### src/verilog/wwd_pkg.sv
/*
 * Constants for the dual-mode window watchdog: interval lengths in
 * oscillator cycles, debounce lengths, input bit positions, states.
 * Assumes the single clock of the block is the rc_clock_source.
 */
// How it works
// supply-monitor reset puts all logic in a known state, reset output on
// reset output stays asserted for t0 cycles after supply ramp-up
// controller drives mode low within t1 after power-up reset ends
// no mode low within t1: reset pulse of t6, then t1 restarts
// every reset pulse is followed by a fresh t1 switch-over phase
// after switch-over, short mode accepts triggers only in t3 after t2
// trigger held active too long causes a reset pulse
// trigger inside the disable interval causes a reset pulse
// enable window ending without trigger causes a reset pulse
// trigger rising edge in enable window restarts cycle with t2
// peripheral enable asserts after three consecutive correct triggers
// wrong trigger drops enable at once; three new correct ones needed
// mode high switches short-window mode to long-window mode
// long mode uses t4 then t5 with the same trigger checks
// peripheral enable held inactive during long-window mode
// wake-up in long mode: reset pulse t6, then switch-over phase
// wake-up inputs debounced; either edge in long mode is a wake-up
// time-select input picks one of two long interval pairs
// mode low during long mode returns to short-window mode
// all intervals are counts of oscillator clock cycles
// trigger high longer than 45 cycles is too long, causes reset
// time-select low: t4 is 71970 cycles, t5 is 30002 cycles
// time-select high: t4 is 1200 cycles, t5 is 400 cycles
// t0, t1, t2, t3, t6 are parameters in oscillator cycles
// trigger and mode synchronised and debounced before use
// events ignored during reset pulse; enable off until three triggers
package wwd_pkg;

    // ==========================================================
    // interval lengths, oscillator cycles
    localparam int             WWD_TW     = 17;
    localparam logic [16:0]    WWD_T0     = 17'h000C9;
    localparam logic [16:0]    WWD_T1     = 17'h00458;
    localparam logic [16:0]    WWD_T2     = 17'h00082;
    localparam logic [16:0]    WWD_T3     = 17'h0007C;
    localparam logic [16:0]    WWD_T4_LO  = 17'h11922;
    localparam logic [16:0]    WWD_T5_LO  = 17'h07532;
    localparam logic [16:0]    WWD_T4_HI  = 17'h004B0;
    localparam logic [16:0]    WWD_T5_HI  = 17'h00190;
    localparam logic [16:0]    WWD_T6     = 17'h00028;
    localparam logic [5:0]     WWD_TRIG_MAX = 6'h2D;

    // ==========================================================
    // debounce, stable cycles needed
    localparam logic [6:0]     WWD_DEB_TM   = 7'h03;
    localparam logic [6:0]     WWD_DEB_WAKE = 7'h60;
    // mode idles high by its pull-up, others low
    localparam logic [7:0]     WWD_DEB_INIT = 8'h80;

    // ==========================================================
    // input bit positions in the synchroniser vector
    localparam int             WWD_NWAKE  = 6;
    localparam int             WWD_B_TRIG = 6;
    localparam int             WWD_B_MODE = 7;
    localparam int             WWD_B_TS   = 8;

    typedef enum logic [6:0] {
        ST_POR  = 7'h01,
        ST_SWCH = 7'h02,
        ST_RST  = 7'h04,
        ST_SDIS = 7'h08,
        ST_SEN  = 7'h10,
        ST_LDIS = 7'h20,
        ST_LEN  = 7'h40
    } wwd_state_t;

endpackage : wwd_pkg

### src/verilog/wwd_top.sv
/*
 * Dual-mode window watchdog core: switch-over phase, short and long
 * trigger windows, wake-up inputs, open-drain reset and peripheral enable.
 * Assumes I_CLK is the oscillator clock and I_SRST the supply monitor.
 */
`timescale 1ns/100ps
`default_nettype none
module wwd_top #(
    parameter logic [16:0] P_T0    = wwd_pkg::WWD_T0,
    parameter logic [16:0] P_T1    = wwd_pkg::WWD_T1,
    parameter logic [16:0] P_T2    = wwd_pkg::WWD_T2,
    parameter logic [16:0] P_T3    = wwd_pkg::WWD_T3,
    parameter logic [16:0] P_T6    = wwd_pkg::WWD_T6,
    parameter logic [16:0] P_T4_LO = wwd_pkg::WWD_T4_LO,
    parameter logic [16:0] P_T5_LO = wwd_pkg::WWD_T5_LO
) (
    input  wire logic       I_CLK,
    input  wire logic       I_SRST,
    input  wire logic       I_TRIG,
    input  wire logic       I_MODE,
    input  wire logic [5:0] I_WAKE,
    input  wire logic       I_LONG_WINDOW_LENGTH_SELECT,
    input  wire logic       I_RESET_IN,
    output var  logic       O_RESET_OUT,
    output var  logic       O_RESET_OE,
    output var  logic       O_PERIPHERAL_ENABLE_OUT
);
    import wwd_pkg::*;

    // ==========================================================
    // synchronisers and debouncers
    logic [8:0]  sync1_reg;
    logic [8:0]  sync2_reg;
    logic [7:0]  deb_reg;
    logic [5:0]  wake_q_reg;
    logic        trig_q_reg;

    always_ff @(posedge I_CLK) begin
        if (I_SRST) begin
            sync1_reg <= {1'b0, WWD_DEB_INIT};
            sync2_reg <= {1'b0, WWD_DEB_INIT};
        end else begin
            sync1_reg <= {I_LONG_WINDOW_LENGTH_SELECT, I_MODE, I_TRIG, I_WAKE};
            sync2_reg <= sync1_reg;
        end
    end

    genvar gi;
    generate
        for (gi = 0; gi < 8; gi++) begin : g_deb
            localparam logic [6:0] LEN =
                (gi < WWD_NWAKE) ? WWD_DEB_WAKE : WWD_DEB_TM;
            logic [6:0] cnt_reg;
            // a level must hold LEN cycles before it is believed
            always_ff @(posedge I_CLK) begin
                if (I_SRST) begin
                    cnt_reg    <= 7'h00;
                    deb_reg[gi] <= WWD_DEB_INIT[gi];
                end else if (sync2_reg[gi] == deb_reg[gi]) begin
                    cnt_reg <= 7'h00;
                end else if (cnt_reg == LEN - 7'h01) begin
                    cnt_reg    <= 7'h00;
                    deb_reg[gi] <= sync2_reg[gi];
                end else begin
                    cnt_reg <= cnt_reg + 7'h01;
                end
            end
        end
    endgenerate

    logic       trig_deb;
    logic       mode_deb;
    logic       ts_lvl;
    logic       trig_rise;
    logic       wake_evt;
    assign trig_deb  = deb_reg[WWD_B_TRIG];
    assign mode_deb  = deb_reg[WWD_B_MODE];
    assign ts_lvl    = sync2_reg[WWD_B_TS];
    assign trig_rise = trig_deb & ~trig_q_reg;
    assign wake_evt  = |(deb_reg[5:0] ^ wake_q_reg);

    always_ff @(posedge I_CLK) begin
        if (I_SRST) begin
            trig_q_reg <= 1'b0;
            wake_q_reg <= 6'h00;
        end else begin
            trig_q_reg <= trig_deb;
            wake_q_reg <= deb_reg[5:0];
        end
    end

    // ==========================================================
    // trigger length check
    logic [5:0] trig_cnt_reg;
    logic       trig_long;
    assign trig_long = trig_deb && (trig_cnt_reg == WWD_TRIG_MAX);

    always_ff @(posedge I_CLK) begin
        if (I_SRST || !trig_deb)
            trig_cnt_reg <= 6'h00;
        else if (trig_cnt_reg != WWD_TRIG_MAX)
            trig_cnt_reg <= trig_cnt_reg + 6'h01;
    end

    // ==========================================================
    // interval timer
    wwd_state_t  state_reg;
    wwd_state_t  state_next;
    logic [16:0] tmr_reg;
    logic [16:0] lim;
    logic        tmr_done;

    always_comb begin
        case (state_reg)
            ST_POR:  lim = P_T0;
            ST_SWCH: lim = P_T1;
            ST_RST:  lim = P_T6;
            ST_SDIS: lim = P_T2;
            ST_SEN:  lim = P_T3;
            ST_LDIS: lim = ts_lvl ? WWD_T4_HI : P_T4_LO;
            ST_LEN:  lim = ts_lvl ? WWD_T5_HI : P_T5_LO;
            default: lim = P_T0;
        endcase
    end
    assign tmr_done = (tmr_reg == lim - 17'h00001);

    // counts oscillator cycles; restarts on every state change
    always_ff @(posedge I_CLK) begin
        if (I_SRST || state_next != state_reg)
            tmr_reg <= 17'h00000;
        else
            tmr_reg <= tmr_reg + 17'h00001;
    end

    // ==========================================================
    // mode sequencer
    // trigger and wake-up errors take priority over mode changes so a bad trigger is never
    // masked by a simultaneous mode switch
    always_comb begin
        state_next = state_reg;
        case (state_reg)
            ST_POR: begin
                if (tmr_done) state_next = ST_SWCH;
            end
            ST_SWCH: begin
                if (!mode_deb) state_next = ST_SDIS;
                else if (tmr_done) state_next = ST_RST;
            end
            ST_RST: begin
                if (tmr_done) state_next = ST_SWCH;
            end
            ST_SDIS: begin
                if (trig_long || trig_rise) state_next = ST_RST;
                else if (mode_deb) state_next = ST_LDIS;
                else if (tmr_done) state_next = ST_SEN;
            end
            ST_SEN: begin
                if (trig_long) state_next = ST_RST;
                else if (trig_rise) state_next = ST_SDIS;
                else if (mode_deb) state_next = ST_LDIS;
                else if (tmr_done) state_next = ST_RST;
            end
            ST_LDIS: begin
                if (wake_evt || trig_long || trig_rise)
                    state_next = ST_RST;
                else if (!mode_deb) state_next = ST_SDIS;
                else if (tmr_done) state_next = ST_LEN;
            end
            ST_LEN: begin
                if (wake_evt || trig_long) state_next = ST_RST;
                else if (trig_rise) state_next = ST_LDIS;
                else if (!mode_deb) state_next = ST_SDIS;
                else if (tmr_done) state_next = ST_RST;
            end
            default: state_next = ST_POR;
        endcase
    end

    always_ff @(posedge I_CLK) begin
        if (I_SRST)
            state_reg <= ST_POR;
        else
            state_reg <= state_next;
    end

    // ==========================================================
    // correct-trigger count and outputs
    logic [1:0] good_reg;
    logic [1:0] good_next;
    logic       short_next;

    always_comb begin
        good_next = good_reg;
        if (state_next == ST_RST || state_reg == ST_SWCH)
            good_next = 2'h0;
        else if (state_reg == ST_SEN && state_next == ST_SDIS
                 && good_reg != 2'h3)
            good_next = good_reg + 2'h1;
    end
    assign short_next = (state_next == ST_SDIS) || (state_next == ST_SEN);

    always_ff @(posedge I_CLK) begin
        if (I_SRST) begin
            good_reg                <= 2'h0;
            O_PERIPHERAL_ENABLE_OUT <= 1'b0;
            O_RESET_OE              <= 1'b1;
            O_RESET_OUT             <= 1'b0;
        end else begin
            good_reg <= good_next;
            // long mode keeps enable off, peripherals may power down
            O_PERIPHERAL_ENABLE_OUT <= short_next
                && good_next == 2'h3;
            O_RESET_OE <= (state_next == ST_POR)
                || (state_next == ST_RST);
            O_RESET_OUT <= 1'b0;
        end
    end
endmodule : wwd_top
`default_nettype wire
### config.mk
export PLATFORM = sky130hd
export DESIGN_NAME = wwd_top
export DESIGN_NICKNAME = d
export VERILOG_FILES = /design/src/verilog/wwd_pkg.sv /design/src/verilog/wwd_top.sv
export SDC_FILE = /design/constraint.sdc
export NUM_CORES = 1
export LEC_CHECK = 0
export BUFFER_PORTS_ARGS = -buffer_cell sky130_fd_sc_hd__buf_2
export CORE_UTILIZATION = 56
export DETAILED_ROUTE_END_ITERATION = 6
export PLACE_DENSITY_LB_ADDON = 0.05
export SLEW_MARGIN = 20
export SYNTH_ARGS = -nofsm -noshare
export SYNTH_HDL_FRONTEND = slang
export SYNTH_SLANG_ARGS = --single-unit
### constraint.sdc
create_clock -name I_CLK -period 2.63 [get_ports I_CLK]
set_input_delay 0.526 -clock I_CLK [delete_from_list [all_inputs] [get_ports I_CLK]]
set_output_delay 0.526 -clock I_CLK [all_outputs]
set_load 0.02 [all_outputs]
# Word level (Yosys, flattened, before mapping)
# Cells that the tools add are included.
[totals]
out_inout_bits = 3
wordCells = 133
ff_bits = 123
in_bits = 12
[classes]
n_mux = 20
bitwise = 11
add_sub_neg = 12
reduce_logical = 31
n_eq_ne = 33
[ops]
columns = ["op", "count"]
rows = [
  ["$pmux 17 s6", 1],
  ["$mux 7", 14],
  ["$add 7x1->7 const B", 8],
  ["$eq 7x7->1 const B", 7],
  ["$pmux 7 s6", 1],
  ["$reduce_or 3->1", 8],
  ["$eq 7x2->1 const B", 3],
  ["$add 17x1->17 const B", 1],
  ["$eq 17x17->1", 1],
  ["$mux 17", 1],
  ["$sub 17x1->17 const B", 1],
  ["$reduce_and 2->1", 8],
  ["$mux 15", 1],
  ["$eq 7x1->1 const B", 2],
  ["$eq 7x3->1 const B", 2],
  ["$eq 7x4->1 const B", 2],
  ["$eq 7x5->1 const B", 2],
  ["$not 1->1", 9],
  ["$eq 1x1->1", 8],
  ["$logic_or 1x1->1", 8],
  ["$eq 7x6->1 const B", 1],
  ["$ne 7x7->1", 1],
  ["$add 6x1->6 const B", 1],
  ["$eq 6x6->1 const B", 1],
  ["other kinds (11)", 15],
]

# Depth between registers and ports, before layout
[depth]
ltp_word = 16
mapped_depth = 12
ltp_nobuf = 10

# Worst setup path before layout
# No wires, ideal clock.
[synth_timing]
path_kind = "register -> register"
startpoint = "register state_reg[6]"
endpoint = "register tmr_reg[13]"
period_less_slack_ns = 2.632
slack_ns = -0.002
arrival_time_ns = 2.517
n_path_buf = 2
setup_time_ns = 0.115
stages_incl_launch_ff = 12
required_ns = 2.515
path_cell_list = "dfxtp_1 -> buf_6 -> or4_4 -> nor4b_2 -> a211oi_1 -> nor4_1 -> nand4_1 -> nor3b_4 -> nor3_2 -> o211ai_4 -> buf_8 -> nor2_2"
[synth_via]
elab_chain_cells = 11
elab_cells_between_ends = 28
cone_classes = "1 x add/sub; 9 x eq/ne; 16 x mux; 2 x reduce/logical"
[synth_rtl]
columns = ["item", "line_no", "source"]
rows = [
  ["from (decl)", "wwd_top.sv:107", "wwd_state_t state_reg;"],
  ["from (signal assigned)", "wwd_top.sv:183", "state_reg <= state_next;"],
  ["$eq 7x7->1 (tied with other cells)", "wwd_top.sv:114, wwd_top.sv:141", ""],
  ["$pmux 17 s6", "wwd_top.sv:114", "case (state_reg)"],
  ["$sub 17x1->17", "wwd_top.sv:125", "assign tmr_done = (tmr_reg == lim - 17'h00001);"],
  ["$eq 17x17->1", "wwd_top.sv:125", ""],
  ["$mux 7", "wwd_top.sv:147, wwd_top.sv:161, wwd_top.sv:173", ""],
  ["$mux 7, on equally long branches", "wwd_top.sv:146, wwd_top.sv:160", ""],
  ["$mux 7, on equally long branches", "wwd_top.sv:171, wwd_top.sv:159", ""],
  ["$mux 7, on equally long branches", "wwd_top.sv:170, wwd_top.sv:158", ""],
  ["$pmux 7 s6", "wwd_top.sv:141", "case (state_reg)"],
  ["$ne 7x7->1 (*)", "wwd_top.sv:129", "if (I_SRST || state_next != state_reg)"],
  ["$logic_or 1x1->1 (*)", "wwd_top.sv:129", ""],
  ["to (signal assigned)", "wwd_top.sv:132", "tmr_reg <= tmr_reg + 17'h00001;"],
  ["to (decl)", "wwd_top.sv:109", "logic [16:0] tmr_reg;"],
]
# Mark *: on every way between the ends. The rest lies on a longest branch, timed or not.
# A chain may end at the register's enable or synchronous reset.

# Worst setup path in the final report
[layout_timing]
startpoint = "register state_reg[3]"
endpoint = "register tmr_reg[7]"
# The elaborated chain is that of the path after synthesis.

==> impl_metrics.csv <==
group,metric,value,unit
floorplan,core-area,10300,um^2
final_layout,antenna_cells,0,
floorplan,die_w,105,um
hold_path,hold_class,"in -> reg",
synth,syn_area_per_cell,8.90,um^2
pwr,p_sw_share,21.0,%
route,viasPerCell,5.47,
route,drtPass1Iterations,5,
synth,synth_nets,695,
sta,fin_ws,-0.146,ns
route,drtIter0Drc,375,
synth,synth-edff-count,0,
clocking,cts_root_buf,"clkbuf_8",
final_layout,layout-drive-gt1-share,25.6,%
grt,antenna_found_initial,0,
sta,post-route-period-util,106,%
synth,ys_ff_latch,123,
pwr,p_comb_share,2.1,%
placement,port_buffers,12,
clocking,numClockSinks,123,
final_layout,nFillCells,765,
floorplan,rows,37,
pwr,power.density,589,nW/um^2
setup_path,crit_slowest_cell,"dfxtp_4",
grt,grt_max_degree,51,
placement,post-place-ws,-0.290,ns
clocking,path_clk_slew,0.06,ns
pwr,fin_total_pwr,4.45,mW
sta,max_freq,360,MHz
setup_path,path_cells,"buf_6 -> xor2_4 -> and3_4 -> a221o_1 -> nor4_2 -> nand4_1 -> nor3b_4 -> nor3_2 -> o211ai_4 -> buf_12 -> nor2_1",
setup_path,worstPathRequired,3.05,ns
synth,synth-async-reset-ratio,0,%
outcome,violations,"negative setup slack",
sta,rsz0062_at_grt,"yes",
clocking,insertion_delay,0.53,ns
final_layout,largest_reg_flops,56,
placement,dpl.hpwl,8710,um
pwr,ir_drop,0.516,mV
clocking,hold_buffers,0,
setup_path,cp-end-kind,"flop",
floorplan,die_h,105,um
setup_path,start_kind,"flop",
clocking,ctsHtreeMaxLevel,4,
sta,drv_slew,0,
sta,worst_slew_pin_slew,0.637,ns
final_layout,syn_to_final_growth,26.8,%
final_layout,fin_nets,782,
pwr,switching_power,0.932,mW
final_layout,multi_input_area,3470,um^2
sta,hold_viol,0,
setup_path,critPathMaxFanout,17,
synth,ys_warn_count,0,
pwr,p_leak,2.93,nW
setup_path,crit_type,"reg -> reg",
pwr,power.internal,3.52,mW
outcome,outcome,"complete, but fails checks",
route,wl_per_cell,14.8,um
sta,fin_skew,0.00994,ns
synth,ys_types,69,
pwr,pwr-share-clk,55.3,%
final_layout,register_area,2480,um^2
grt,grt_pass1_wl,22500,um
sta,whs,0.180,ns
floorplan,dieArea,11000,um^2
route,postRouteAntennaNets,0,
placement,gp_routability_congestion,0.952,
grt,grt_overflow,0,
synth,synthCells,669,
route,routed_wl,13400,um
final_layout,stdcell_count,905,
placement,dp_cells,863,
sta,period_needed,2.78,ns
pwr,pwr-share-seq,42.6,%
synth,mappedNetlistArea,5950,um^2
clocking,cts_buffers,17,
sta,relSlewSlack,57.5,%
setup_path,critPathMaxStageDelay,0.37,ns
floorplan,initial_core_util,57.7,%
setup_path,critPathArrivalTime,3.19,ns
placement,placed_area,6600,um^2
synth,synth_seq_area_share,41.4,%
route,drc_errors,0,
run,drv_cap,0,
grt,grt_pass1_vias,4912,
route,via_count,4948,
clocking,cts_tree,"done",
floorplan,num_io_pins,15,
grt,track_usage,25.9,%
synth,synth_ff_type,"dfxtp_1",
clocking,clk_path_buf_depth,2,
sta,setup_violations,22,
final_layout,final_design_area_no_fill,7550,um^2
-- power by group through the flow --
stage / logic [mW] / registers, mW / clock network, mW
floorplan: 0.0657 / 1.93 / 0
detailed placement: 0.0928 / 1.94 / 0
CTS: 0.0941 / 1.90 / 2.50
finish: 0.0938 / 1.90 / 2.46
global route: 0.103 / 1.90 / 2.59
global placement: 0.0911 / 1.94 / 0
-- cells in the final DEF, fill, tap and decap left out, types with 4 or more instances in the layout --
cell type,n
o211ai_1,4
nor3b_1,11
or2_2,8
xnor2_1,35
ha_1,14
a21oi_1,17
nand4_1,12
nand2_1,30
nor2_1,103
nand3_1,33
nor3_2,4
and4_1,5
a211oi_1,6
dfxtp_1,116
o21ai_0,7
nand2b_1,9
bufinv_16,4
clkbuf_16,16
nor2b_1,26
and3_1,15
inv_1,22
a31oi_1,4
nor2_2,12
nor4_1,7
nor3_1,10
dfxtp_4,5
buf_4,75
xor2_1,43
mux2i_1,9
buf_2,12
-- final timing paths --
path / from / to / slack [ns] / cells past startpoint
max: state_reg[3]$_SDFF_PP0_ / tmr_reg[7]$_SDFF_PP0_ / -0.15 / 11
min reg2reg: sync1_reg[7]$_SDFF_PP1_ / sync2_reg[7]$_SDFF_PP1_ / 0.43 / 1
max reg2reg: state_reg[3]$_SDFF_PP0_ / tmr_reg[7]$_SDFF_PP0_ / -0.15 / 11
min: I_MODE / sync1_reg[7]$_SDFF_PP1_ / 0.18 / 2
-- layout make-up --
| cell class | instances | area share, % |
|---|---|---|
| Clock inverter | 13 | 2.49 |
| Multi-Input combinational cell | 499 | 45.9 |
| Tap cell | 136 | 2.25 |
| Timing Repair Buffer | 93 | 9.49 |
| Sequential cell | 123 | 32.9 |
| Clock buffer | 19 | 5.85 |
| Inverter | 22 | 1.09 |
-- logic make-up (layout without fill, tap and decap cells) --
logic type	Yosys count	after routing	synth area share, %
fa+ha+maj	14	14	2.94
other cells	1	1	0.0630
mux	11	11	1.87
buf+inv	47	147	3.78
simple gates	322	322	29.4
flops	123	123	41.4
xor+xnor	80	80	11.8
compound gates	71	71	8.83
-- per-layer routing --
layer / part of all wire [%] / track usage (%) / wire length [um]
met2: 49 / 43.2 / 6550
met4: 1.9 / 10.6 / 251
met3: 3.4 / 6.24 / 454
met5: 0 / 0 / 0
met1: 46 / 32.0 / 6110
-- synth_stat cells, drive strengths merged, types with 3 or more instances --
cell type  number  share of area [%]
o211ai          5               0.86
or3             4               0.50
nand2          31                2.0
buf            13                1.6
nor2          115                7.7
or2            10                1.1
nor4           11                1.4
dfxtp         123                 41
and2            4               0.42
and3           16                1.7
nor3           17                1.7
nand2b          9               0.95
o21ai          10               0.84
o31ai           4               0.67
xnor2          36                5.3
a21oi          18                1.6
o31a            3               0.44
and4            5               0.74
inv            22                1.4
nor2b          29                3.1
a211oi          7               0.88
nand3          33                2.8
o21a            3               0.38
xor2           44                6.5
nand4b          3               0.69
ha             14                2.9
nand4          12                1.3
nor3b          15                2.1
clkbuf         12               0.76
mux2i          10                1.7
a31oi           5               0.53
-- critical path, delay by kind of cell, from the launching register on --
family	cells	cell delay [ns]
AO/OA/AOI/OAI	2	0.57
AND/OR/NAND/NOR	6	1.20
buffers and inverters	2	0.33
flip-flops	1	0.37
XOR/XNOR	1	0.18
-- metrics by stage --
stage / setup TNS [ns] / util, %
2_1_floorplan: 0 / -
3_3_place_gp: -4.85 / 63.9
3_5_place_dp: -5.79 / 63.9
4_1_cts: -2.51 / 71.8
5_1_grt: -5.33 / 73.1
6_report: -2.66 / 73.1
-- repair_timing --
item	in CTS	in global routing
setup endpoints to repair	26	27
pin swaps	8	5
resized for setup	33	20
hold endpoints to repair	0	0
setup buffers	7	6
(Power assumes the default switching activity.)
